==> config.mk <==
export PLATFORM = sky130hd
export DESIGN_NAME = irq_enable_gate
export DESIGN_NICKNAME = d
export VERILOG_FILES = /design/src/irq_gate_pkg.sv /design/src/event_status_reg.sv /design/src/irq_enable_gate.sv
export SDC_FILE = /design/constraint.sdc
export NUM_CORES = 1
export LEC_CHECK = 0
export ABC_AREA = 1
export BUFFER_PORTS_ARGS = -buffer_cell sky130_fd_sc_hd__clkbuf_2
export CORE_UTILIZATION = 38
export DETAILED_ROUTE_END_ITERATION = 8
export GPL_TIMING_DRIVEN = 0
export PLACE_DENSITY_LB_ADDON = 0.12
export SLEW_MARGIN = 20
export SYNTH_ARGS = -nofsm -noshare
export SYNTH_HDL_FRONTEND = slang
export SYNTH_SLANG_ARGS = --single-unit
==> constraint.sdc <==
create_clock -name clk_i -period 1.3 [get_ports clk_i]
set_input_delay 0.195 -clock clk_i [delete_from_list [all_inputs] [get_ports clk_i]]
set_output_delay 0.195 -clock clk_i [all_outputs]
set_load 0.01 [all_outputs]
==> src/irq_gate_pkg.sv <==
package irq_gate_pkg;

  // Register byte offsets on the register port.
  localparam logic [7:0] STATUS_OFFSET = 8'h0c;
  localparam logic [7:0] ENABLE_SET_OFFSET = 8'h10;
  localparam logic [7:0] ENABLE_CLEAR_OFFSET = 8'h14;

  // Bit positions shared by the status and enable registers, except the enable-only bit 31.
  localparam int unsigned MASTER_IRQ_GATE_BIT = 31;
  localparam int unsigned OWNERSHIP_CHANGE_BIT = 30;
  localparam int unsigned ROOT_HUB_CHANGE_BIT = 6;
  localparam int unsigned FRAME_COUNT_OVERFLOW_BIT = 5;
  localparam int unsigned UNRECOVERABLE_FAULT_BIT = 4;
  localparam int unsigned RESUME_DETECT_BIT = 3;
  localparam int unsigned FRAME_START_BIT = 2;
  localparam int unsigned DONE_QUEUE_WRITEBACK_BIT = 1;
  localparam int unsigned SCHEDULE_OVERRUN_BIT = 0;

  // Implemented bits; every other position is reserved and reads as zero.
  localparam logic [31:0] EVENT_BITS_MASK = 32'h4000_007f;
  localparam logic [31:0] ENABLE_BITS_MASK = 32'hc000_007f;

  // Reset values.
  localparam logic [31:0] ENABLE_RESET = 32'h0000_0000;
  localparam logic [31:0] STATUS_RESET = 32'h0000_0000;

endpackage

==> src/event_status_reg.sv <==
`timescale 1ns/1ps
`default_nettype none

module event_status_reg
  import irq_gate_pkg::*;
(
  // Clock and reset.
  input wire logic clk_i,
  input wire logic rst_i,
  // Event pulses from the controller.
  input wire logic [31:0] event_set_i,
  // Software write-one-to-clear.
  input wire logic clear_wr_i,
  input wire logic [31:0] clear_data_i,
  // Stored status.
  output logic [31:0] status_o
);

  logic [31:0] status_q;
  logic [31:0] status_d;

  // Hardware only sets bits; a set arriving with a clear wins.
  always_comb begin
    status_d = status_q;
    if (clear_wr_i) begin
      status_d = status_d & ~clear_data_i;
    end
    status_d = (status_d | event_set_i) & EVENT_BITS_MASK;
  end

  // Status storage.
  always_ff @(posedge clk_i) begin
    if (rst_i) begin
      status_q <= STATUS_RESET;
    end else begin
      status_q <= status_d;
    end
  end

  assign status_o = status_q;
endmodule

`default_nettype wire

==> src/irq_enable_gate.sv <==
`timescale 1ns/1ps
`default_nettype none

// Overview of operation
// - Interrupt requested only while status, matching enable and master gate are set.
// - Each enable bit except the master gate bit 31 pairs with the status bit at the same position.
// - Writing 1 to an enable set bit sets that enable bit.
// - Writing 0 to an enable set bit leaves that bit unchanged.
// - Reading the enable register returns all current enable bits.
// - Bit 31 is the master gate permitting all enabled events.
// - Bit 30 enables the ownership change event.
// - Bit 6 enables the root hub change event.
// - Bit 5 enables the frame count overflow event.
// - Bit 4 enables the unrecoverable fault event.
// - Bit 3 enables the resume detection event.
// - Bit 2 enables the frame start event.
// - Bit 1 enables the done queue writeback event.
// - Bit 0 enables the scheduling overrun event.
// - Writing 1 to the clear register clears the enable; reads return enables.
// - Status bits set by events, cleared only by software writing one.

module irq_enable_gate
  import irq_gate_pkg::*;
(
  // Clock and reset.
  input wire logic clk_i,
  input wire logic rst_i,
  // Register port.
  input wire logic [7:0] reg_addr_i,
  input wire logic reg_wr_i,
  input wire logic [31:0] reg_wdata_i,
  input wire logic reg_rd_i,
  output logic [31:0] reg_rdata_o,
  output logic reg_rvalid_o,
  // Event pulses from the controller.
  input wire logic [31:0] event_set_i,
  // Interrupt request to the host bus.
  output logic irq_o,
  // Observation of stored registers.
  output logic [31:0] status_o,
  output logic [31:0] enable_o
);

  // Address match used by every decode.
  function automatic logic addr_hit(input logic [7:0] addr, input logic [7:0] offs);
    addr_hit = (addr == offs);
  endfunction

  logic wr_status;
  logic wr_set;
  logic wr_clear;
  logic [31:0] status;
  logic [31:0] enable_q;
  logic [31:0] enable_d;
  logic [31:0] rdata_q;
  logic rvalid_q;
  logic [7:0] ev_req;
  logic gate;

  // Write decode.
  assign wr_status = reg_wr_i && addr_hit(reg_addr_i, STATUS_OFFSET);
  assign wr_set = reg_wr_i && addr_hit(reg_addr_i, ENABLE_SET_OFFSET);
  assign wr_clear = reg_wr_i && addr_hit(reg_addr_i, ENABLE_CLEAR_OFFSET);

  // Sticky event status, cleared by writing ones.
  event_status_reg u_status (
    .clk_i(clk_i),
    .rst_i(rst_i),
    .event_set_i(event_set_i),
    .clear_wr_i(wr_status),
    .clear_data_i(reg_wdata_i),
    .status_o(status)
  );

  // Ones set or clear enables, zeros leave them; reserved bits never store.
  always_comb begin
    enable_d = enable_q;
    if (wr_set) begin
      enable_d = enable_d | reg_wdata_i;
    end
    if (wr_clear) begin
      enable_d = enable_d & ~reg_wdata_i;
    end
    enable_d = enable_d & ENABLE_BITS_MASK;
  end

  // Enable storage, all cleared at reset.
  always_ff @(posedge clk_i) begin
    if (rst_i) begin
      enable_q <= ENABLE_RESET;
    end else begin
      enable_q <= enable_d;
    end
  end

  // Registered read data; unmapped offsets read zero.
  always_ff @(posedge clk_i) begin
    if (rst_i) begin
      rdata_q <= 32'h0000_0000;
      rvalid_q <= 1'b0;
    end else begin
      rvalid_q <= reg_rd_i;
      if (!reg_rd_i) begin
        rdata_q <= 32'h0000_0000;
      end else if (addr_hit(reg_addr_i, STATUS_OFFSET)) begin
        rdata_q <= status;
      end else if (addr_hit(reg_addr_i, ENABLE_SET_OFFSET)) begin
        rdata_q <= enable_q;
      end else if (addr_hit(reg_addr_i, ENABLE_CLEAR_OFFSET)) begin
        rdata_q <= enable_q;
      end else begin
        rdata_q <= 32'h0000_0000;
      end
    end
  end

  // Per-event requests pair each status bit with its own enable bit.
  assign ev_req[7] = status[OWNERSHIP_CHANGE_BIT] & enable_q[OWNERSHIP_CHANGE_BIT];
  assign ev_req[6] = status[ROOT_HUB_CHANGE_BIT] & enable_q[ROOT_HUB_CHANGE_BIT];
  assign ev_req[5] = status[FRAME_COUNT_OVERFLOW_BIT] & enable_q[FRAME_COUNT_OVERFLOW_BIT];
  assign ev_req[4] = status[UNRECOVERABLE_FAULT_BIT] & enable_q[UNRECOVERABLE_FAULT_BIT];
  assign ev_req[3] = status[RESUME_DETECT_BIT] & enable_q[RESUME_DETECT_BIT];
  assign ev_req[2] = status[FRAME_START_BIT] & enable_q[FRAME_START_BIT];
  assign ev_req[1] = status[DONE_QUEUE_WRITEBACK_BIT] & enable_q[DONE_QUEUE_WRITEBACK_BIT];
  assign ev_req[0] = status[SCHEDULE_OVERRUN_BIT] & enable_q[SCHEDULE_OVERRUN_BIT];

  // The master gate qualifies the combined request; built from flops only.
  assign gate = enable_q[MASTER_IRQ_GATE_BIT];
  assign irq_o = gate & (|ev_req);

  assign reg_rdata_o = rdata_q;
  assign reg_rvalid_o = rvalid_q;
  assign status_o = status;
  assign enable_o = enable_q;
endmodule

`default_nettype wire

After elaboration in Yosys (flattened, before gate mapping)
Cells that the tools add are included.
{ "totals": {"in_bits": 76, "out_inout_bits": 98, "regBits": 73} }
{ "op_classes": {"bitwise_logic": 15, "mux": 6, "n_reduce_logical": 5, "n_eq_ne": 3} }
{ "op_table": {"columns": ["operator", "n"], "rows": [
  ["$mux W32", 5],
  ["$and A32 B32 Y32", 1],
  ["$not A32 Y32", 1],
  ["$or A32 B32 Y32", 1],
  ["$and A31 B31 Y31", 1],
  ["$mux W31", 1],
  ["$or A31 B31 Y31", 1],
  ["$eq A8 B5 Y1 const B", 2],
  ["$and A1 B1 Y1", 9],
  ["$eq A8 B4 Y1 const B", 1],
  ["$reduce_or A8 Y1", 1],
  ["$logic_and A1 B1 Y1", 3],
  ["$reduce_or A2 Y1", 1],
  ["$not A1 Y1", 1]
]} }

Longest topological paths before layout
{ "logic_depth": {"ltp_word": 5, "depth_mapped": 8, "depth_no_buf": 8} }

Cells and area by module
A second synthesis with hierarchy kept.
{ "unflattened": {"cells_unflattened": 312, "area_unflattened_um2": 2454.9} }
{ "by_module_without_submodules": {"columns": ["mod", "seq_area_each_um2", "n_inst", "cells_per_inst", "area_each_um2"], "rows": [
  ["irq_enable_gate", 840.8, 1, 245, 1971.9],
  ["event_status_reg", 160.2, 1, 67, 483.0]
]} }

Least setup slack after synthesis
Ideal clock, no wire load.
{ "synth_path": {"path_kind": "input -> register", "start": "input reg_addr_i[7]", "end": "register u_status.status_q[6], in the netlist u_status.status_o[6]", "arrival_ns": 0.934, "setup_time_ns": 0.116, "cell_stages": 7, "required_ns": 1.184, "slack_ns": 0.250, "cell_sequence": "nor2_2 > nand2_2 > nor2_8 > buf_12 > nand3_1 > nand2_1 > a21oi_1"} }
{ "synth_via": {"elab_chain_cells": 4} }
{ "synth_rtl": {"columns": ["item", "line_no", "source"], "rows": [
  ["from (decl)", "irq_enable_gate.sv:29", "input wire logic [7:0] reg_addr_i,"],
  ["$eq A8 B4 Y1", "irq_enable_gate.sv:46", "addr_hit = (addr == offs);"],
  ["$logic_and A1 B1 Y1", "irq_enable_gate.sv:61", "assign wr_status = reg_wr_i && addr_hit(reg_addr_i, STATUS_OFFSET);"],
  ["$mux W31", "event_status_reg.sv:25", "if (clear_wr_i) begin"],
  ["$or A31 B31 Y31", "event_status_reg.sv:28", "status_d = (status_d | event_set_i) & EVENT_BITS_MASK;"],
  ["to (signal assigned)", "event_status_reg.sv:36", "status_q <= status_d;"],
  ["to (decl)", "event_status_reg.sv:19", "logic [31:0] status_q;"]
]} }
No other way between the ends.
A chain may end at the register's enable or synchronous reset.

Worst setup path after layout
{ "layout_path": {"start": "register u_status.status_q[6], in the netlist u_status.status_o[6]", "end": "output irq_o"} }
{ "layout_via": {"elab_chain_cells": 3} }
{ "layout_rtl": {"columns": ["item", "line_no", "source"], "rows": [
  ["$and A1 B1 Y1", "irq_enable_gate.sv:119", "assign ev_req[6] = status[ROOT_HUB_CHANGE_BIT] & enable_q[ROOT_HUB_CHANGE_BIT];"],
  ["$reduce_or A8 Y1", "irq_enable_gate.sv:129", "assign irq_o = gate & (|ev_req);"],
  ["$and A1 B1 Y1", "irq_enable_gate.sv:129", null],
  ["to (decl)", "irq_enable_gate.sv:38", "output logic irq_o,"]
]} }
No other way between the ends.

==> metrics <==
routed len/inst=just over 9 µm; fin crit period=around 1.4 ns; core box area=about 5000 µm²; via count=about 1.7k; Clock Skew=0.00212 ns; Final Hold Vio Count=0; most frequent cell after synthesis=buf_4; root buffer cell=clkbuf_8; initial antenna violation count=0; worst setup path startpoint=u_status.status_o[6]$_SDFF_PP0_; Hold WS=roughly 0.13 ns; design area=between 2000 and 3000 µm²; Fmax=0.723 GHz; worst-case reg-to-reg path depth=5; H-tree levels=1; global route overflow=0; DRC violations left=0; endpoint class of the critical path=output port; gpl congestion=about 0.80; boundary pin count=174; placed cell areas=approximately 2600 µm²; Peak VDD IR=around 0.35 mV; area leader, netlist=dfxtp_1; reg-to-reg setup timing slack=between 0.5 and 0.6 ns; Pins Over Slew Limit=0; Initial Util=between 30% and 40%; outcome=complete, but fails checks; Cells after Synth=~250; DIE AREA=between 5000 and 6000 µm²; clock latency on the worst-skew pair=between 0.2 and 0.3 ns; Tcrit/Tclk final=106%; kind of critical path=reg2out; Filler cells=around 540; global-route wire length before repair=between 6000 and 7000 µm; Tot Pwr=about 1.8 mW; CTS tree=done; top area cells in the synthesized netlist=dfxtp_1, buf_4, inv_1; layout cells sized above 1=between 50% and 60%; clk sinks=27; yosys warns=0; CP Max Fanout=4; Power Density=approximately 660 nW/µm²; final cell utilization of the core=53.1%; I/O Buffers=54; Max-Cap Viols=0; initial DRC count=66; largest net degree at the start of global routing=15; register area share after synthesis=a little over a quarter; type of origin of the critical path=register; Post-synth EDFFs=0; Worst setup endpoint=irq_o; Synth Cell Area=around 2000 µm²; Post-synth top flop=dfxtp_1; Total Wirelength=between 4000 and 5000 µm; FF+latch count, synth=27; post-DR vias/cell=between 3 and 4; Static Leak=between 1.5 and 2 nW; synth unique cells=22; row cnt=26; Die Y-Extent=74.6 µm; violated checks=setup timing; Post-CTS Hold Buffers=0; Crit path required time=about 1.1 ns; post-route antenna net violation count=0; vias in the first global route=1,454; crit path DAT=around 1.2 ns; DR pass1 iterations=4; top cells by count, synth=buf_4, inv_1, nand2_1; RSZ-0062 raised after global routing=true; Async S/R FF share, synth=0%; setup ws final=-0.0837 ns; clk slew on worst S/H paths=0.09 ns; Clock Tree Buf Depth=2; synthesized area per cell=7.92 µm²; number of diodes=0; Setup-failing EPs final=1; Die X=74.6 µm; total track usage=15.1%; placed wire-length estimate=3290 µm; Area Overhead vs Synth=35.2%; Yosys top cell area share=between 20% and 30%; TritonCTS Buffers=3; HP Class=in2reg; number of nets in the layout=460
-- through the flow --
step	setup TNS [ns]	setup WS, ns	cells
2_1_floorplan	0	0.250	322
3_3_place_gp	-0.0236	-0.0236	446
3_5_place_dp	-0.0442	-0.0442	446
4_1_cts	-0.0691	-0.0691	453
5_1_grt	-0.133	-0.133	453
6_report	-0.0837	-0.0837	453
-- cell families after synthesis --
| family | count (synthesis) | share of synthesized area (%) |
|---|---|---|
| AOI/OAI and AO/OA | 21 | 7.49 |
| buffers and inverters | 108 | 35.5 |
| DFF | 27 | 27.0 |
| other | 1 | 0.187 |
| and+or+nand+nor | 96 | 29.9 |
-- area by class of cell --
class / count / area, µm² / share of cell area, %
tap: 70 / 87.6 / 3.23
clock buffer: 4 / 45.0 / 1.66
timing repair buffer: 57 / 293 / 10.8
buffer: 77 / 594 / 21.9
multi-input combinational: 187 / 1020 / 37.6
sequential: 27 / 556 / 20.5
inverter: 31 / 116 / 4.29
-- layout by cell type, fill, tap and decap left out, types with 11 or more instances in the layout --
master / n
buf_4: 73
conb_1: 70
clkbuf_2: 54
inv_1: 28
nand2_1: 28
nand3_1: 16
dfxtp_1: 15
dfxtp_2: 12
nor2_1: 11
-- worst max-delay path: stages (launching register included) --
cell	delay (ns)
dfxtp_2	0.35
a22o_1	0.24
nor2_1	0.13
a21oi_2	0.08
clkbuf_2	0.12
-- repair_timing --
| action | in CTS | in global routing |
|---|---|---|
| pin swaps | 1 | 0 |
| buffers inserted | 3 | 0 |
| resized for setup | 13 | 1 |
| endpoints found under the setup margin | 1 | 1 |
| cloned | 0 | 0 |
-- power breakdown --
part           internal (mW)  total, mW  switching [mW]  leakage [nW]
sequential             0.849      0.868          0.0185         0.224
clock                  0.219      0.467           0.248        0.0228
combinational          0.219      0.465           0.246          1.31
-- metal layers --
metal  up-vias  wire length (µm)  track usage (%)  share of wire, %
met4         0                54             4.82               1.3
met3         6               360             3.35               8.5
li1        918                 -                -                 -
met1       696              1730             17.8                41
met5         -                 0                0                 0
met2        74              2070             27.1                49
-- worst min-delay path by stage --
stage	startpoint	to	cells after the start	slack [ns]
after global placement	event_set_i[4]	u_status.status_o[4]$_SDFF_PP0_	3	0.42
after CTS	event_set_i[6]	u_status.status_o[6]$_SDFF_PP0_	3	0.12
after global routing	rst_i	u_status.status_o[30]$_SDFF_PP0_	2	0.13
final	event_set_i[6]	u_status.status_o[6]$_SDFF_PP0_	3	0.13
after detailed placement	event_set_i[6]	u_status.status_o[6]$_SDFF_PP0_	3	0.42
after floorplan	event_set_i[0]	u_status.status_o[0]$_SDFF_PP0_	2	0.33
(Power assumes the default switching activity.)
